[src/cbus_port_pkg.sv]
// constants for the management host port
package cbus_port_pkg;
  localparam int unsigned ADDR_W = 6;
  localparam int unsigned DATA_W = 8;
  localparam int unsigned NUM_REGS = 64;
  // event cause / mask register addresses inside the 64-entry file
  localparam logic [5:0] CAUSE_ADDR = 6'h02;
  localparam logic [5:0] MASK_ADDR = 6'h03;
  // field positions in the cause register
  localparam int unsigned PARITY_FAULT_BIT = 0;
  localparam int unsigned NUM_EVENTS = 8;
  // reset values
  localparam logic [7:0] REG_RESET = 8'h00;
  localparam logic [7:0] MASK_RESET = 8'h00;
  // cycles from select seen low (synchronised) to register access
  localparam int unsigned SYNC_STAGES = 2;
endpackage

[src/cbus_host_port.sv]
// management host port with register file, parity check and event logic
//
// Operation
// - sixty-four registers, eight bits each, reachable through the port
// - six-bit address, top line most significant
// - select low opens one access; select high ignores other inputs
// - direction high reads, low writes
// - acknowledge pulled low marks completion of each access
// - read data driven and stable while acknowledge low
// - acknowledge stays low while select stays low
// - interrupt pulled low while any unmasked cause bit is set
// - each cause individually masked; software reads cause register
// - parity line carries odd parity over the eight data bits
// - read parity driven and held while acknowledge low
// - bad write parity blocks the write and sets the fault cause
`timescale 1ns/1ps
module cbus_host_port
  import cbus_port_pkg::*;
#(
  parameter int unsigned AW = ADDR_W
) (
  // clock and reset
  input wire logic clk_sys,
  input wire logic rstn,
  // host port
  input wire logic selectN,
  input wire logic readNotWrite,
  input wire logic [AW-1:0] reg_addr,
  input wire logic [DATA_W-1:0] regBusDataIn,
  output logic [DATA_W-1:0] regBusDataOut,
  output logic regBusDataOe,
  input wire logic busParityBitIn,
  output logic busParityBitOut,
  output logic busParityBitOe,
  output logic ackOutN,
  output logic ackOe,
  output logic intOutN,
  output logic intOe,
  // device event sources, one-cycle pulses
  input wire logic [NUM_EVENTS-1:0] eventPulse
);

  // ****************************************
  // checks and helpers
  // ****************************************
  // refused at elaboration: the register file decode is built for six lines
  if (AW != ADDR_W) begin : g_bad_width
    $error("address width must be six");
  end

  // odd parity: the parity bit makes the nine-bit total odd
  function automatic logic oddPar(input logic [DATA_W-1:0] d);
    oddPar = ~(^d);
  endfunction

  typedef enum logic [2:0] {
    IDLE = 3'b001,
    ACCESS = 3'b010,
    HOLD = 3'b100
  } port_e;

  // ****************************************
  // select synchroniser
  // ****************************************
  logic selSync1_q;
  logic selSync2_q;
  // first stage only feeds second; select pin is asynchronous
  always_ff @(posedge clk_sys) begin
    if (!rstn) begin
      selSync1_q <= 1'b0;
      selSync2_q <= 1'b0;
    end else begin
      selSync1_q <= ~selectN;
      selSync2_q <= selSync1_q;
    end
  end

  // ****************************************
  // access sequencer
  // ****************************************
  port_e state_q;
  logic [DATA_W-1:0] rdData_q;
  logic reading_q;
  logic [DATA_W-1:0] regFile_q [NUM_REGS];
  logic [DATA_W-1:0] cause_q;
  logic [DATA_W-1:0] mask_q;
  logic doAccess;
  logic doWrite;
  logic parityOk;
  logic [DATA_W-1:0] readMux;

  // inputs are sampled two cycles after select fell, so they have settled
  assign doAccess = (state_q == IDLE) && selSync2_q;
  assign parityOk = (busParityBitIn == oddPar(regBusDataIn));
  assign doWrite = doAccess && !readNotWrite && parityOk;

  always_comb begin
    if (reg_addr == CAUSE_ADDR) begin
      readMux = cause_q;
    end else if (reg_addr == MASK_ADDR) begin
      readMux = mask_q;
    end else begin
      readMux = regFile_q[reg_addr];
    end
  end

  // one access per select assertion; wait for select to drop
  always_ff @(posedge clk_sys) begin
    if (!rstn) begin
      state_q <= IDLE;
    end else begin
      unique case (state_q)
        IDLE: begin
          if (selSync2_q) begin
            state_q <= ACCESS;
          end
        end
        ACCESS: begin
          state_q <= HOLD;
        end
        HOLD: begin
          if (!selSync2_q) begin
            state_q <= IDLE;
          end
        end
        default: begin
          state_q <= IDLE;
        end
      endcase
    end
  end

  // read data captured once so it is stable for the whole acknowledge
  always_ff @(posedge clk_sys) begin
    if (!rstn) begin
      rdData_q <= REG_RESET;
      reading_q <= 1'b0;
    end else if (doAccess) begin
      rdData_q <= readMux;
      reading_q <= readNotWrite;
    end
  end

  // ****************************************
  // register file
  // ****************************************
  // plain storage; cause and mask live outside the array
  always_ff @(posedge clk_sys) begin
    if (!rstn) begin
      for (int i = 0; i < NUM_REGS; i++) begin
        regFile_q[i] <= REG_RESET;
      end
    end else if (doWrite && reg_addr != CAUSE_ADDR && reg_addr != MASK_ADDR) begin
      regFile_q[reg_addr] <= regBusDataIn;
    end
  end

  always_ff @(posedge clk_sys) begin
    if (!rstn) begin
      mask_q <= MASK_RESET;
    end else if (doWrite && reg_addr == MASK_ADDR) begin
      mask_q <= regBusDataIn;
    end
  end

  // ****************************************
  // event cause logic
  // ****************************************
  logic [DATA_W-1:0] causeSet;
  logic [DATA_W-1:0] causeClr;
  always_comb begin
    causeSet = eventPulse;
    causeSet[PARITY_FAULT_BIT] = eventPulse[PARITY_FAULT_BIT]
      | (doAccess && !readNotWrite && !parityOk);
    // writing a one clears a cause bit; a parity-bad write clears nothing
    causeClr = (doWrite && reg_addr == CAUSE_ADDR) ? regBusDataIn : '0;
  end

  // set wins over clear so no event is lost
  always_ff @(posedge clk_sys) begin
    if (!rstn) begin
      cause_q <= REG_RESET;
    end else begin
      cause_q <= (cause_q & ~causeClr) | causeSet;
    end
  end

  // ****************************************
  // pin drivers
  // ****************************************
  logic ackActive;
  assign ackActive = (state_q == HOLD);
  assign ackOutN = 1'b0;
  assign ackOe = ackActive;
  assign regBusDataOut = rdData_q;
  assign regBusDataOe = ackActive && reading_q;
  assign busParityBitOut = oddPar(rdData_q);
  assign busParityBitOe = ackActive && reading_q;
  assign intOutN = 1'b0;
  assign intOe = |(cause_q & mask_q);

  // ****************************************
  // assertions
  // ****************************************
  a_ack_after_select: assert property (@(posedge clk_sys) disable iff (!rstn)
    $rose(selSync2_q) && state_q == IDLE |=> ##1 ackOe)
    else $error("acknowledge late after select");
  a_ack_holds_select: assert property (@(posedge clk_sys) disable iff (!rstn)
    ackOe && selSync2_q |=> ackOe)
    else $error("acknowledge dropped while selected");
  a_release_on_deselect: assert property (@(posedge clk_sys) disable iff (!rstn)
    ackOe && !selSync2_q |=> !ackOe && !regBusDataOe && !busParityBitOe)
    else $error("lines not released after deselect");
  a_read_data_stable: assert property (@(posedge clk_sys) disable iff (!rstn)
    regBusDataOe && $past(regBusDataOe) |-> $stable(regBusDataOut))
    else $error("read data changed under acknowledge");
  a_read_parity_odd: assert property (@(posedge clk_sys) disable iff (!rstn)
    busParityBitOe |-> ^{busParityBitOut, regBusDataOut})
    else $error("read parity not odd");
  a_bad_parity_flag: assert property (@(posedge clk_sys) disable iff (!rstn)
    doAccess && !readNotWrite && !parityOk |=> cause_q[PARITY_FAULT_BIT])
    else $error("parity fault not flagged");
  a_bad_parity_block: assert property (@(posedge clk_sys) disable iff (!rstn)
    doAccess && !readNotWrite && !parityOk && reg_addr == MASK_ADDR
      |=> $stable(mask_q))
    else $error("bad parity write changed register");
  a_one_access: assert property (@(posedge clk_sys) disable iff (!rstn)
    doAccess |=> !doAccess [*2])
    else $error("second access in one select");
  a_int_masked: assert property (@(posedge clk_sys) disable iff (!rstn)
    intOe == |(cause_q & mask_q))
    else $error("interrupt disagrees with mask");
  a_write_stores: assert property (@(posedge clk_sys) disable iff (!rstn)
    doWrite && reg_addr == MASK_ADDR |=> mask_q == $past(regBusDataIn))
    else $error("good write not stored");
endmodule

[config.mk]
export PLATFORM = sky130hd
export DESIGN_NAME = cbus_host_port
export DESIGN_NICKNAME = d
export VERILOG_FILES = /design/src/cbus_port_pkg.sv /design/src/cbus_host_port.sv
export SDC_FILE = /design/constraint.sdc
export NUM_CORES = 1
export LEC_CHECK = 0
export ABC_AREA = 1
export BUFFER_PORTS_ARGS = -buffer_cell sky130_fd_sc_hd__buf_2
export CAP_MARGIN = 40
export CORE_MARGIN = 8
export CORE_UTILIZATION = 40
export CTS_BUF_LIST = sky130_fd_sc_hd__clkbuf_2 sky130_fd_sc_hd__clkbuf_4 sky130_fd_sc_hd__clkbuf_8
export DETAILED_ROUTE_END_ITERATION = 16
export HOLD_SLACK_MARGIN = 0.05
export MAX_ROUTING_LAYER = met4
export PLACE_DENSITY = 0.53
export SLEW_MARGIN = 20
export SYNTH_ARGS = -nofsm -noshare
export SYNTH_HDL_FRONTEND = slang
export SYNTH_SLANG_ARGS = --single-unit
[constraint.sdc]
create_clock -name clk_sys -period 5.3 [get_ports clk_sys]
set_input_delay 0.53 -clock clk_sys [delete_from_list [all_inputs] [get_ports clk_sys]]
set_output_delay 0.53 -clock clk_sys [all_outputs]
set_load 0.02 [all_outputs]
Word level (Yosys, flattened, before mapping) --
Memory sizes are Yosys's and may differ from the RTL's. Index checks and enable logic that the tools add are counted.
Storage, ports and cells: RAM bits 512, memories 1, bits in registers 30, bits of input ports 27, output and inout port bits 15, word-level logic and storage cells 55
Memories:
- regFile_q | depth 64, bits a word 8, read ports 1, clocked after memory_dff 0, write ports 64, line cbus_host_port.sv:84 | logic [DATA_W-1:0] regFile_q [NUM_REGS];
Operators by class: bitwise gates (word level) 8, mux-type cells 13, reductions and logical operators 16, equal/unequal tests 10
Operator list (number):
- $mux 8 | 4
- $and 8x8->8 | 2
- $reduce_or 8->1 | 2
- $reduce_xor 8->1 | 2
- $eq 6x2->1 const B | 2
- $ne 6x2->1 const B | 2
- $logic_and 1x1->1 | 9
- $pmux 3 s3 | 1
- $not 8->8 | 1
- $or 8x8->8 | 1
- $mux 3 | 2
- $mux 6 | 1
- $mux 1 | 5
- $ne 2x2->1 const B | 2
- $eq 3x1->1 const B | 1
- $eq 3x2->1 const B | 1
- $eq 3x3->1 const B | 1
- $not 1->1 | 3
- $logic_not 1->1 | 2
- $reduce_and 2->1 | 1
- $eq 1x1->1 | 1
- $or 1x1->1 | 1

Logic depth before layout (Yosys ltp) --
Gate-level depths: netlist of the first run.
depth in word-level cells 11, mapped depth 17, depth with buffers taken out 15

Worst setup path before layout of the first run --
Ideal clock, no wire load.
path type input -> register, start point input reg_addr[0], end point memory regFile_q[17][0] (enable), buffers on the path 4, data required time 4916 ps, path slack 2515 ps, setup time 384 ps, stages 8, arrival 2401 ps, cell sequence buf_2 -> inv_2 -> buf_2 -> buf_2 -> nor2_1 -> nand3_1 -> buf_2 -> o21ai_0
RTL lines:
- start: declaration | line cbus_host_port.sv:28 | input wire logic [AW-1:0] reg_addr,
- end: declaration | line cbus_host_port.sv:84

==> results of run 1 <==
-- cell type report --
cell class / instances / area, um2
antenna: 3 / 7.507
clock buffer: 132 / 1598
clock inverter: 28 / 227.7
fill: 6259 / 36030
inverter: 139 / 534.3
multi-input combinational: 1644 / 9080
sequential: 536 / 15800
tap: 864 / 1081
timing repair buffer: 156 / 1157
-- cell usage in the layout, fill, tap and decap left out, types with 10 or more instances in the layout --
cell	instances
sky130_fd_sc_hd__clkbuf_8	98
sky130_fd_sc_hd__o21ai_0	237
sky130_fd_sc_hd__dfxtp_1	30
sky130_fd_sc_hd__nand2_1	327
sky130_fd_sc_hd__nand3_1	61
sky130_fd_sc_hd__nor3_2	250
sky130_fd_sc_hd__buf_2	63
sky130_fd_sc_hd__inv_2	10
sky130_fd_sc_hd__o211ai_1	35
sky130_fd_sc_hd__o22ai_1	32
sky130_fd_sc_hd__a21oi_1	25
sky130_fd_sc_hd__inv_1	121
sky130_fd_sc_hd__clkinv_1	14
sky130_fd_sc_hd__clkinv_2	14
sky130_fd_sc_hd__o21ai_1	40
sky130_fd_sc_hd__nor2_1	293
sky130_fd_sc_hd__clkbuf_4	35
sky130_fd_sc_hd__buf_4	79
sky130_fd_sc_hd__edfxtp_1	506
sky130_fd_sc_hd__conb_1	12
sky130_fd_sc_hd__or2_2	38
sky130_fd_sc_hd__nand4_1	21
sky130_fd_sc_hd__nor3_1	239
-- worst max-delay path, cell delays in order, from the launching register on --
cell and delay (ns):
sky130_fd_sc_hd__dfxtp_1 0.33, sky130_fd_sc_hd__inv_1 0.05, sky130_fd_sc_hd__nor3_1 0.12, sky130_fd_sc_hd__nand2_1 0.33
sky130_fd_sc_hd__nor2_1 0.67, sky130_fd_sc_hd__inv_1 0.15, sky130_fd_sc_hd__a21oi_2 0.62, sky130_fd_sc_hd__buf_4 0.28
sky130_fd_sc_hd__nand3_4 0.37, sky130_fd_sc_hd__o21ai_0 0.84, sky130_fd_sc_hd__buf_4 0.27
-- power groups by stage --
stage	clock, W	combinational [W]	sequential (W)
3_5_place_dp	0	0.000778	0.00489
4_1_cts	0.00387	0.000783	0.00480
6_report	0.00380	0.000786	0.00480
2_1_floorplan	0	0.000473	0.00487
3_3_place_gp	0	0.000748	0.00489
5_1_grt	0.00405	0.000847	0.00482
-- metrics by stage --
| stage | utilization | total power, W |
|---|---|---|
| floorplan | - | 0.005345 |
| global placement | 0.4167 | 0.005640 |
| detailed placement | 0.4214 | 0.005669 |
| CTS | 0.4499 | 0.009456 |
| global route | 0.4500 | 0.009708 |
| finish | 0.4500 | 0.009390 |
-- logic make-up (layout without fill, tap and decap cells) --
logic type / Yosys count / after routing
AOI/OAI and AO/OA: 375 / 375
xor gates and xnor gates: 13 / 13
buffers and inverters: 386 / 455
DFF: 536 / 536
other: 1 / 15
and+or+nand+nor: 1244 / 1244
-- what timing repair did --
item,CTS,global route
hold buffers,4,0
endpoints found under the hold margin,4,0
resized for setup,0,0
buffers inserted,0,0
-- routing by layer --
metal	wire length, um	GRT usage	vias up
li1	-	-	8977
met1	34640	0.2853	9533
met2	37240	0.3417	729
met3	5464	0.03374	153
met4	2715	0.08030	0
met5	0	-	-
-- flip-flops by register name (all words and copies together) (netlist names) --
name	count
state_q	3
cause_q	8
regBusDataOut	8
regFile_q	506
selSync1_q	1
selSync2_q	1
reading_q	1
mask_q	8
-- how the worst max path moves through the flow --
stage / startpoint / endpoint / slack, ns / cells past startpoint
3_5_place_dp: state_q[0] / regFile_q[16][4] / 1.02 / 10
4_1_cts: state_q[0] / regFile_q[16][4] / 1.0 / 10
3_3_place_gp: state_q[0] / regFile_q[16][7] / 0.97 / 9
5_1_grt: state_q[0] / regFile_q[26][5] / 0.64 / 10
2_1_floorplan: reg_addr[0] / regFile_q[17][0] / 2.52 / 8
6_report: state_q[0] / regFile_q[14][2] / 0.94 / 10
==> results.rst, run 1 <==
.. list-table::
   :header-rows: 1

   * - Metric
     - Value
   * - Simple logic cell fraction of the synthesized area
     - 0.2598
   * - Clock sink count
     - 536
   * - Latest clock arrival within the worst-skew pair
     - 0.67 ns
   * - Synth Area in Compound Gates
     - 0.07657
   * - Placed cell count
     - 3,335
   * - Power Dens Cells
     - 318.5 nW/um2
   * - Post-synthesis register bit count
     - 536
   * - Setup slack of the critical path after layout
     - 0.9443 ns
   * - RR Startpoint
     - state_q[0]
   * - Leak Pwr
     - 10.39 nW
   * - Maximum number of buffers from clock root to sink
     - 3
   * - Launching element type of the critical path
     - flip-flop
   * - Cell with the most instances after synthesis
     - sky130_fd_sc_hd__edfxtp_1
   * - Hold-critical path depth
     - 3
   * - Hold slack final
     - 0.1112 ns
   * - Number of DRC markers in iteration 0
     - 1,775
   * - EDFF count, synth
     - 506
   * - Remaining global-route overflow
     - 0
   * - Comb pwr share
     - 0.084
   * - Area Overhead vs Synth
     - 11.71%
   * - HPWL after DPL
     - 51.85 mm
   * - Sequential cell fraction of total power
     - 0.512
   * - Sum of routed wire length over all layers
     - 80.06 mm
   * - TritonCTS clock tree
     - built
   * - Count of pins on the block boundary
     - 42
   * - Pre-antenna DRT Iters
     - 6
   * - Post-route DRC violation count
     - 0
   * - Tcrit/Tclk final
     - 0.8218
   * - Area share of xor/xnor cells in the synthesized design
     - 0.004314
   * - Vertical die dimension
     - 272.9 um
   * - Adder-cell share of the synthesized area
     - 0
   * - Critical register-to-register path endpoint
     - regFile_q[14][2]
   * - WS Path Type
     - flip-flop to flip-flop
   * - Buffers added on ports
     - 39
   * - Number of standard-cell rows in the floorplan
     - 94
   * - Vias in the first global route
     - 19.11k
   * - Count of endpoints failing setup in the final report
     - 0
   * - Post-route non-filler standard cell count
     - 3,502
   * - Worst hold endpoint
     - cause_q[5]
   * - Post-Synthesis Cells
     - 2,555
   * - GP Congestion
     - 0.8845
   * - Peak supply drop
     - 0.1345 mV
   * - Routed vias
     - 19.39k
   * - Dominant cell type by area after synthesis
     - sky130_fd_sc_hd__edfxtp_1
   * - Rel. slew slack
     - 0.4125
   * - Fraction of synthesized area in multiplexers
     - 0
   * - Setup_tns
     - 0 ns
   * - Result of the run
     - completed
   * - Share of the yosys chip area belonging to registers
     - 0.5985
   * - Main flop type after synthesis
     - sky130_fd_sc_hd__edfxtp_1
   * - Post-Syn Area per Cell
     - 10.33 um2
   * - Critical path peak fanout
     - 29
   * - Fraction of power spent switching nets
     - 0.2492
   * - Top post-synthesis cells by area
     - sky130_fd_sc_hd__edfxtp_1, sky130_fd_sc_hd__nor3_2, sky130_fd_sc_hd__nand2_1
   * - RSZ-0062 raised after global routing
     - no
   * - Register-to-Register Path Depth
     - 10
   * - Total count of max-transition violations in the final report
     - 0
   * - Number of max-capacitance violations reported
     - 0
   * - Layout cells sized above 1
     - 0.2349
   * - Top-area cell type share of the netlist area
     - 0.5757
   * - Path category of the worst min-delay check
     - primary input to flip-flop
   * - Number of buffers added by the clock tree synthesis step
     - 91
   * - List of most frequent post-synthesis cells
     - sky130_fd_sc_hd__edfxtp_1, sky130_fd_sc_hd__nand2_1, sky130_fd_sc_hd__nor2_1, sky130_fd_sc_hd__nor3_2, sky130_fd_sc_hd__nor3_1
   * - Critical path capture point type
     - flip-flop
   * - Clk Tree Root Cell
     - sky130_fd_sc_hd__clkbuf_8
   * - Core region area
     - 65,510 um2
   * - Final nets
     - 2,595
   * - Setup slack at placement
     - 1.019 ns
   * - Post-Route Skew
     - 0.03021 ns
   * - Full die area
     - 74,460 um2
   * - Via-per-instance ratio
     - 5.537
   * - Dominant combinational cell family by area after synthesis
     - simple AND/OR/NAND/NOR gates
   * - Minimum period implied by the final worst setup slack
     - 4.356 ns
   * - Number of unique standard cell types used by synthesis
     - 32
   * - Fraction of registers with async set/reset
     - 0
   * - Final Hold Vio Count
     - 0
   * - Data required time at the worst endpoint
     - 5.67 ns
   * - First-pass GRT wire length
     - 119.7 mm
   * - Fmax
     - 0.2296 GHz
   * - Post-route cell area
     - 29,480 um2
   * - Largest net degree at the start of global routing
     - 136
   * - Die X-Extent
     - 272.9 um
   * - Antenna Nets Post-Route
     - 0
   * - Total GRT Usage
     - 0.2178
   * - Hold path startpoint
     - eventPulse[5]
   * - Initial Utilization
     - 0.4029
   * - Number of antenna violations at the first check in global routing
     - 3
   * - Cell area after synthesis
     - 26,390 um2
   * - Reg clk slew, reported paths
     - 0.06 ns
   * - Share of power burned in the clock network
     - 0.405
   * - Flop-to-flop setup slack
     - 0.94 ns
   * - Count of warnings emitted by yosys
     - 0
   * - Switching component of the power
     - 0.002340 W
   * - Crit path DAT
     - 4.73 ns
   * - WL/cell
     - 22.86 um
   * - Worst slew pin tran
     - 0.8745 ns
   * - H-tree Lvls
     - 3
   * - Post-Place Cell Area
     - 27,610 um2
   * - Internal Pwr Total
     - 0.007050 W
(Power assumes the default switching activity.)
==> inputs of run 2 (changes only) <==
==> constraint.sdc (replaced) <==
create_clock -name clk_sys -period 4.3 [get_ports clk_sys]
set_input_delay 0.43 -clock clk_sys [delete_from_list [all_inputs] [get_ports clk_sys]]
set_output_delay 0.43 -clock clk_sys [all_outputs]
set_load 0.02 [all_outputs]
==> run 2 against run 1 <==
Effect of this change:
- clock skew is 0.0060 ns higher
- non-clock buffer count is 45 higher
- final area is 1.0% higher
- count of clock-buffer cells in the layout is 6 lower
- critical path type is now primary input to flip-flop
- highest routed layer unchanged
==> results.rst, run 2 (synthesis gave the netlist of run 1 again) <==
.. list-table::
   :header-rows: 1

   * - Metric
     - Value
   * - Result of the run
     - completed
   * - Post-Route Skew
     - 0.03620 ns (+0.005993 ns)
   * - TritonCTS clock tree
     - built
   * - HPWL after DPL
     - 53.13 mm (+2.5%)
   * - Placed cell count
     - 3,365 (+0.90%)
   * - Critical register-to-register path endpoint
     - regFile_q[23][1]
   * - Reg clk slew, reported paths
     - 0.06 ns (about the same)
   * - Layout cells sized above 1
     - 0.2413 (+0.006413)
   * - Count of endpoints failing setup in the final report
     - 0 (unchanged)
   * - Fmax
     - 0.3035 GHz
   * - Total count of max-transition violations in the final report
     - 0 (unchanged)
   * - Routed vias
     - 19.79k (+2.1%)
   * - First-pass GRT wire length
     - 123.9 mm (+3.5%)
   * - Flop-to-flop setup slack
     - 1.15 ns (+0.21 ns)
   * - Post-route non-filler standard cell count
     - 3,550 (+1.4%)
   * - WL/cell
     - 23.30 um (+1.9%)
   * - Number of standard-cell rows in the floorplan
     - 94 (unchanged)
   * - Rel. slew slack
     - 0.3899 (-0.02262)
   * - Number of post-CTS setup repair buffers
     - 0 (unchanged)
   * - Largest net degree at the start of global routing
     - 80 (-41%)
   * - GP Congestion
     - 0.8883 (+0.43%)
   * - Tcrit/Tclk final
     - 0.7664
   * - WS Path Type
     - primary input to flip-flop
   * - Maximum number of buffers from clock root to sink
     - 3 (unchanged)
   * - Largest stage delay on the critical path
     - 0.57 ns (-0.27 ns)
   * - Crit path DAT
     - 3.59 ns (-1.14 ns)
   * - Buffers plus inverters on the worst setup path
     - 5 (+1)
   * - Initial Utilization
     - 0.4029 (unchanged)
   * - Register-to-Register Path Depth
     - 11 (+1)
   * - # resized after CTS
     - 0 (unchanged)
   * - Total GRT Usage
     - 0.2250 (+0.007207)
   * - Vias in the first global route
     - 19.43k (+1.7%)
   * - Full die area
     - 74,460 um2 (unchanged)
   * - Data required time at the worst endpoint
     - 4.59 ns (-1.08 ns)
   * - Number of antenna violations at the first check in global routing
     - 7 (+4)
   * - Max FFs per register
     - 506 (unchanged)
   * - Launching element type of the critical path
     - primary input
   * - Clock sink count
     - 536 (unchanged)
   * - Remaining global-route overflow
     - 0 (unchanged)
   * - Peak supply drop
     - 0.2101 mV (+56%)
   * - Number of max-capacitance violations reported
     - 0 (unchanged)
   * - Area Overhead vs Synth
     - 12.85%
   * - Sum of routed wire length over all layers
     - 82.70 mm (+3.3%)
   * - Ordered list of cells on the worst path
     - dlygate4sd3_1, buf_2, xor2_1, xor2_1, inv_1, nand2_1, nand3_1, a21oi_2, buf_4, nand3_4, buf_4, o21ai_1
   * - Count of pins on the block boundary
     - 42 (unchanged)
   * - Design Power
     - 0.01136 W (+21%)
   * - Hold path startpoint
     - eventPulse[0]
   * - Post-route DRC violation count
     - 0 (unchanged)
   * - Pre-antenna DRT Iters
     - 5 (-1)
   * - Most frequent cells in the layout
     - sky130_fd_sc_hd__edfxtp_1, sky130_fd_sc_hd__nand2_1, sky130_fd_sc_hd__nor2_1
   * - Final Hold Vio Count
     - 0 (unchanged)
   * - Setup_tns
     - 0 ns (unchanged)
   * - Number of buffers added by the clock tree synthesis step
     - 93 (+2.2%)
   * - Path category of the worst min-delay check
     - primary input to flip-flop
   * - RR Startpoint
     - state_q[0]
   * - RSZ-0062 raised after global routing
     - no
   * - Via-per-instance ratio
     - 5.575 (+0.68%)
   * - Worst slew pin tran
     - 0.9056 ns (+0.03109 ns)
   * - Largest Register
     - regFile_q
   * - Vertical die dimension
     - 272.9 um (unchanged)
   * - Antenna Nets Post-Route
     - 0 (unchanged)
   * - Leak Pwr
     - 10.54 nW (+1.5%)
   * - Critical path peak fanout
     - 22 (-24%)
   * - Critical path capture point type
     - flip-flop
   * - Core region area
     - 65,510 um2 (unchanged)
   * - Number of DRC markers in iteration 0
     - 2,121 (+19%)
   * - Buffers added on ports
     - 39 (unchanged)
   * - Most common library cell in the layout ignoring fill and taps
     - sky130_fd_sc_hd__edfxtp_1
   * - Slowest library cell on the worst path
     - sky130_fd_sc_hd__o21ai_1
   * - Number of buffers inserted for hold repair after clock tree synthesis
     - 16 (+12)
   * - Power Dens Cells
     - 381.6 nW/um2 (+20%)
   * - Final nets
     - 2,642 (+1.8%)
   * - Clk Tree Root Cell
     - sky130_fd_sc_hd__clkbuf_8
   * - Die X-Extent
     - 272.9 um (unchanged)
   * - Cell class contributing the biggest share of worst-path delay
     - buffers and inverters
   * - Minimum period implied by the final worst setup slack
     - 3.295 ns
   * - H-tree Lvls
     - 3 (unchanged)
   * - Worst hold endpoint
     - cause_q[0]
   * - Latest clock arrival within the worst-skew pair
     - 0.69 ns (+0.02 ns)
   * - Crit path launch
     - regBusDataIn[6]
   * - Hold-critical path depth
     - 4 (+1)
## run 2: power by group
group          internal [W]  total [W]  switching, W
clock               0.00232    0.00444       0.00212
sequential          0.00586    0.00592     0.0000588
combinational      0.000244    0.00101      0.000763
total               0.00842     0.0114       0.00294
## run 2: area by class of cell
| class | instances | area, um2 |
|---|---|---|
| Multi-Input combinational cell | 1644 | 9080 |
| Clock inverter | 35 | 165.2 |
| Timing Repair Buffer | 201 | 1570 |
| Fill cell | 6158 | 35730 |
| Tap cell | 864 | 1081 |
| Inverter | 139 | 531.8 |
| Antenna cell | 5 | 12.51 |
| Sequential cell | 536 | 15800 |
| Clock buffer | 126 | 1546 |
## run 2: metal layers
layer  up-vias  track usage  share of wire
li1       9080            -              -
met1      9765       0.2983           0.42
met3       118      0.04396          0.086
met4         0      0.07231          0.025
met5         -            -              0
met2       828       0.3469           0.46
## run 2: how the worst max path moves through the flow
| stage | end | slack (ns) | depth (start not counted) |
|---|---|---|---|
| finish | regFile_q[23][1] | 1.00 | 12 |
| floorplan | regFile_q[17][0] | 1.62 | 8 |
| detailed placement | regFile_q[23][5] | 0.90 | 11 |
| CTS | regFile_q[23][1] | 1.07 | 12 |
| global placement | regFile_q[16][1] | 0.88 | 11 |
| global route | regFile_q[23][1] | 0.81 | 12 |
## run 2: worst register-to-register path, stage by stage (launching register included)
cell                      delay, ns
sky130_fd_sc_hd__dfxtp_1       0.32
sky130_fd_sc_hd__inv_1         0.05
sky130_fd_sc_hd__nor3_1        0.12
sky130_fd_sc_hd__nand2_1       0.07
sky130_fd_sc_hd__buf_4         0.20
sky130_fd_sc_hd__nor2_1        0.14
sky130_fd_sc_hd__inv_1         0.09
sky130_fd_sc_hd__a21oi_2       0.10
sky130_fd_sc_hd__buf_4         0.29
sky130_fd_sc_hd__nand3_4       0.42
sky130_fd_sc_hd__buf_4         0.38
sky130_fd_sc_hd__o21ai_1       0.57
## run 2: per-stage QoR
step | hold WS [ns] | setup WS [ns] | instance area [um2] | utilization
finish | 0.1366 | 1.005 | 29780 | 0.4546
global route | 0.1218 | 0.8144 | 29780 | 0.4546
CTS | 0.06738 | 1.069 | 29730 | 0.4539
detailed placement | 0.4034 | 0.9034 | 27860 | 0.4253
global placement | 0.4122 | 0.8753 | 27800 | 0.4243
floorplan | 0.3905 | 1.615 | 26430 | -
==> inputs of run 3 (changes only) <==
--- a/config.mk
+++ b/config.mk
@@ -5,7 +5,7 @@
 export SDC_FILE = /design/constraint.sdc
 export NUM_CORES = 1
 export LEC_CHECK = 0
-export ABC_AREA = 1
+export ABC_AREA = 0
 export BUFFER_PORTS_ARGS = -buffer_cell sky130_fd_sc_hd__buf_2
 export CAP_MARGIN = 40
 export CORE_MARGIN = 8
==> constraint.sdc (replaced) <==
create_clock -name clk_sys -period 3.2 [get_ports clk_sys]
set_input_delay 0.32 -clock clk_sys [delete_from_list [all_inputs] [get_ports clk_sys]]
set_output_delay 0.32 -clock clk_sys [all_outputs]
set_load 0.02 [all_outputs]
==> run 3 against run 2 <==
Effect of this change:
- clock skew grew 0.0078 ns
- critical endpoint is now regFile_q[59][4]
- critical path depth shrank 6
- first-iteration DRC count grew 0.19%
- largest cell class unchanged
==> results.rst, run 3 <==
.. list-table::
   :header-rows: 1

   * - Metric
     - Value
   * - Count of pins on the block boundary
     - 42 (unchanged)
   * - Main flop type after synthesis
     - sky130_fd_sc_hd__edfxtp_1
   * - Full die area
     - 67,880 um2 (-8.8%)
   * - Fraction of registers with async set/reset
     - 0 (unchanged)
   * - Ordered list of cells on the worst path
     - nand4bb_1, nor2_1, nand3_2, nor2_2, nand2_1, nor2_1
   * - WL/cell
     - 26.81 um (+15%)
   * - Buffers plus inverters on the worst setup path
     - 0 (-5)
   * - Number of DRC markers in iteration 0
     - 2,125 (+0.19%)
   * - Maximum number of buffers from clock root to sink
     - 3 (unchanged)
   * - GP Congestion
     - 0.9240 (+4.0%)
   * - H-tree Lvls
     - 3 (unchanged)
   * - Final nets
     - 2,151 (-19%)
   * - Final Hold Vio Count
     - 0 (unchanged)
   * - Result of the run
     - completed
   * - Antenna Nets Post-Route
     - 0 (unchanged)
   * - Most common library cell in the layout ignoring fill and taps
     - sky130_fd_sc_hd__nor2_1
   * - Clk Tree Root Cell
     - sky130_fd_sc_hd__clkbuf_8
   * - Count of warnings emitted by yosys
     - 0 (unchanged)
   * - Reg area
     - 15,800 um2 (unchanged)
   * - Total GRT Usage
     - 0.2382 (+0.01317)
   * - TritonCTS clock tree
     - built
   * - Routed vias
     - 17.42k (-12%)
   * - Core region area
     - 59,130 um2 (-9.7%)
   * - Comb pwr share
     - 0.097 (+0.008)
   * - Post-Route Skew
     - 0.04395 ns (+0.007751 ns)
   * - Vertical die dimension
     - 260.5 um (-4.5%)
   * - Layout cells sized above 1
     - 0.2171 (-0.02423)
   * - Slowest library cell on the worst path
     - sky130_fd_sc_hd__nor2_2
   * - Switching component of the power
     - 0.003894 W (+32%)
   * - Share of the yosys chip area belonging to registers
     - 0.6603 (+0.06183)
   * - Critical register-to-register path endpoint
     - regFile_q[59][4]
   * - Leak Pwr
     - 9.617 nW (-8.8%)
   * - Post-Synthesis Cells
     - 1,919 (-25%)
   * - Cell with the most instances after synthesis
     - sky130_fd_sc_hd__nor2_1
   * - HPWL after DPL
     - 54.11 mm (+1.8%)
   * - Initial Utilization
     - 0.4045 (+0.001676)
   * - Dominant cell type by area after synthesis
     - sky130_fd_sc_hd__edfxtp_1
   * - Fraction of power spent switching nets
     - 0.2555 (-0.003290)
   * - Cell area after synthesis
     - 23,920 um2 (-9.4%)
   * - Data required time at the worst endpoint
     - 3.71 ns (-0.88 ns)
   * - Worst hold endpoint
     - regBusDataOut[4]
   * - Flop-to-flop setup slack
     - 0.42 ns (-0.73 ns)
   * - RR Startpoint
     - state_q[1]
   * - Fill count
     - 5,326 (-14%)
   * - Number of unique standard cell types used by synthesis
     - 69 (+120%)
   * - Remaining global-route overflow
     - 0 (unchanged)
   * - Post-route cell area
     - 27,780 um2 (-6.7%)
   * - Rel. slew slack
     - 0.4749 (+0.08497)
   * - Largest stage delay on the critical path
     - 0.56 ns (about the same)
   * - Buffers added on ports
     - 39 (unchanged)
   * - Number of antenna violations at the first check in global routing
     - 1 (-6)
   * - Internal Pwr Total
     - 0.01135 W (+35%)
   * - # resized after CTS
     - 0 (unchanged)
   * - Power Dens Cells
     - 548.7 nW/um2 (+44%)
   * - Number of buffers added by the clock tree synthesis step
     - 90 (-3.2%)
   * - Area Overhead vs Synth
     - 16.12%
   * - Sequential cell fraction of total power
     - 0.523 (+0.002)
   * - Path category of the worst min-delay check
     - primary input to flip-flop
   * - ANT cells
     - 0 (-5)
   * - Minimum period implied by the final worst setup slack
     - 2.778 ns
   * - Total count of max-transition violations in the final report
     - 0 (unchanged)
   * - Pre-antenna DRT Iters
     - 9 (+4)
   * - Sum of routed wire length over all layers
     - 79.37 mm (-4.0%)
   * - Setup_tns
     - 0 ns (unchanged)
   * - Vias in the first global route
     - 17.17k (-12%)
   * - Tcrit/Tclk final
     - 0.8682
   * - Peak supply drop
     - 0.2504 mV (+19%)
   * - Clock sink count
     - 536 (unchanged)
   * - Reg clk slew, reported paths
     - 0.07 ns (about the same)
   * - Top-area cell type share of the netlist area
     - 0.6352 (+0.05948)
   * - Fmax
     - 0.3599 GHz
   * - Post-Syn Area per Cell
     - 12.47 um2 (+21%)
   * - Cell class contributing the biggest share of worst-path delay
     - simple AND/OR/NAND/NOR gates
   * - Cell type with the highest occurrence count on the critical path
     - sky130_fd_sc_hd__nor2_1
   * - Number of standard-cell rows in the floorplan
     - 89 (-5.3%)
   * - First-pass GRT wire length
     - 115.5 mm (-6.8%)
   * - Post-synthesis register bit count
     - 536 (unchanged)
   * - Hold-critical path depth
     - 3 (-1)
   * - Launching element type of the critical path
     - flip-flop
   * - Hold path startpoint
     - reg_addr[3]
   * - RSZ-0062 raised after global routing
     - no
   * - Count of endpoints failing setup in the final report
     - 0 (unchanged)
   * - Worst slew pin tran
     - 0.7861 ns (-0.1195 ns)
   * - Via-per-instance ratio
     - 5.883 (+5.5%)
   * - Crit path DAT
     - 3.29 ns (-0.30 ns)
   * - Critical path capture point type
     - flip-flop
   * - Area of the multi-input gates
     - 7400 um2 (-19%)
   * - Top post-synthesis cells by area
     - sky130_fd_sc_hd__edfxtp_1, sky130_fd_sc_hd__nor2_1, sky130_fd_sc_hd__mux4_2
   * - WS Path Type
     - flip-flop to flip-flop
   * - Share of power burned in the clock network
     - 0.380 (-0.010)
   * - List of most frequent post-synthesis cells
     - sky130_fd_sc_hd__nor2_1, sky130_fd_sc_hd__edfxtp_1, sky130_fd_sc_hd__nand2_1, sky130_fd_sc_hd__o21ai_0
   * - Largest Register
     - regFile_q
   * - Critical path peak fanout
     - 8 (-64%)
   * - Latest clock arrival within the worst-skew pair
     - 0.69 ns (about the same)
   * - Most frequent cells in the layout
     - sky130_fd_sc_hd__nor2_1, sky130_fd_sc_hd__edfxtp_1, sky130_fd_sc_hd__buf_4
   * - Number of max-capacitance violations reported
     - 0 (unchanged)
   * - Die X-Extent
     - 260.5 um (-4.5%)
   * - Largest net degree at the start of global routing
     - 64 (-20%)
   * - EDFF count, synth
     - 506 (unchanged)
   * - Post-route DRC violation count
     - 0 (unchanged)
   * - Post-Place Cell Area
     - 26,030 um2 (-6.6%)
   * - Max FFs per register
     - 506 (unchanged)
   * - Register-to-Register Path Depth
     - 6 (-5)
## run 3: cell count changes after synthesis, sizes merged, moves of 49 or more
cell,change
a221oi,+50
mux2i,+61
inv,-126
o21ai,-166
nor3,-475
nand2,-202
mux4,+49
nor2,+245
clkbuf,-111
## run 3: routing by layer
layer | share of wire | wire length [um] | GRT usage
met1 | 0.42 | 33020 | 0.3150
met2 | 0.46 | 36130 | 0.3624
met3 | 0.086 | 6838 | 0.04201
met4 | 0.043 | 3384 | 0.09917
met5 | 0 | 0 | -
## run 3: metrics by stage
step / util / hold WS [ns] / setup slack (ns) / std cells / total power [W]
finish: 0.4697 / 0.1434 / 0.4218 / 2961 / 0.01524
global route: 0.4697 / 0.1345 / 0.2653 / 2961 / 0.01571
CTS: 0.4697 / 0.07455 / 0.5504 / 2961 / 0.01532
detailed placement: 0.4402 / 0.4318 / 0.1982 / 2795 / 0.009553
global placement: 0.4399 / 0.4276 / 0.1908 / 2794 / 0.009533
floorplan: - / 0.3867 / 0.5317 / 1930 / 0.008863
## run 3: worst reg2reg max path, cell delays in order, from the launching register on
cell	delay, ns
sky130_fd_sc_hd__dfxtp_1	0.33
sky130_fd_sc_hd__nand4bb_1	0.26
sky130_fd_sc_hd__nor2_1	0.34
sky130_fd_sc_hd__nand3_2	0.55
sky130_fd_sc_hd__nor2_2	0.56
sky130_fd_sc_hd__nand2_1	0.36
sky130_fd_sc_hd__nor2_1	0.20
## run 3: power by group through the flow
stage	clock [W]	combinational (W)	sequential, W
floorplan	0	0.000791	0.00807
global placement	0	0.00143	0.00810
detailed placement	0	0.00144	0.00811
CTS	0.00589	0.00146	0.00797
global route	0.00619	0.00154	0.00798
finish	0.00579	0.00148	0.00797
## run 3: how the worst max path moves through the flow
stage / slack (ns) / depth (start not counted) / from / to
6_report: 0.42 / 6 / state_q[1] / regFile_q[59][4]
5_1_grt: 0.27 / 6 / state_q[1] / regFile_q[1][5]
4_1_cts: 0.55 / 6 / state_q[1] / regFile_q[58][4]
3_5_place_dp: 0.20 / 8 / regBusDataIn[5] / regFile_q[61][4]
3_3_place_gp: 0.19 / 8 / regBusDataIn[5] / regFile_q[61][4]
2_1_floorplan: 0.53 / 7 / regBusDataIn[5] / regFile_q[12][0]
## run 3: timing repair
item                                   CTS  global route
setup buffers                            0             0
hold buffers                            10             0
endpoints found under the hold margin   10             0
## run 3: kinds of logic (layout without fill, tap and decap cells)
family	after synthesis	in the layout	synth area share
xor gates and xnor gates	14	14	0.006015
DFF	536	536	0.6603
AOI/OAI and AO/OA	319	319	0.08850
and+or+nand+nor	751	751	0.1279
muxes	135	135	0.08374
buffers and inverters	163	421	0.03332
other	1	12	0.0001568
## run 3: area by class of cell
type                       instances  area share
timing repair buffer             252     0.06901
clock buffer                     119     0.05289
sequential                       536      0.5687
inverter                          13    0.001757
clock inverter                    37    0.006442
tap                              773     0.03482
multi-input combinational       1231      0.2664
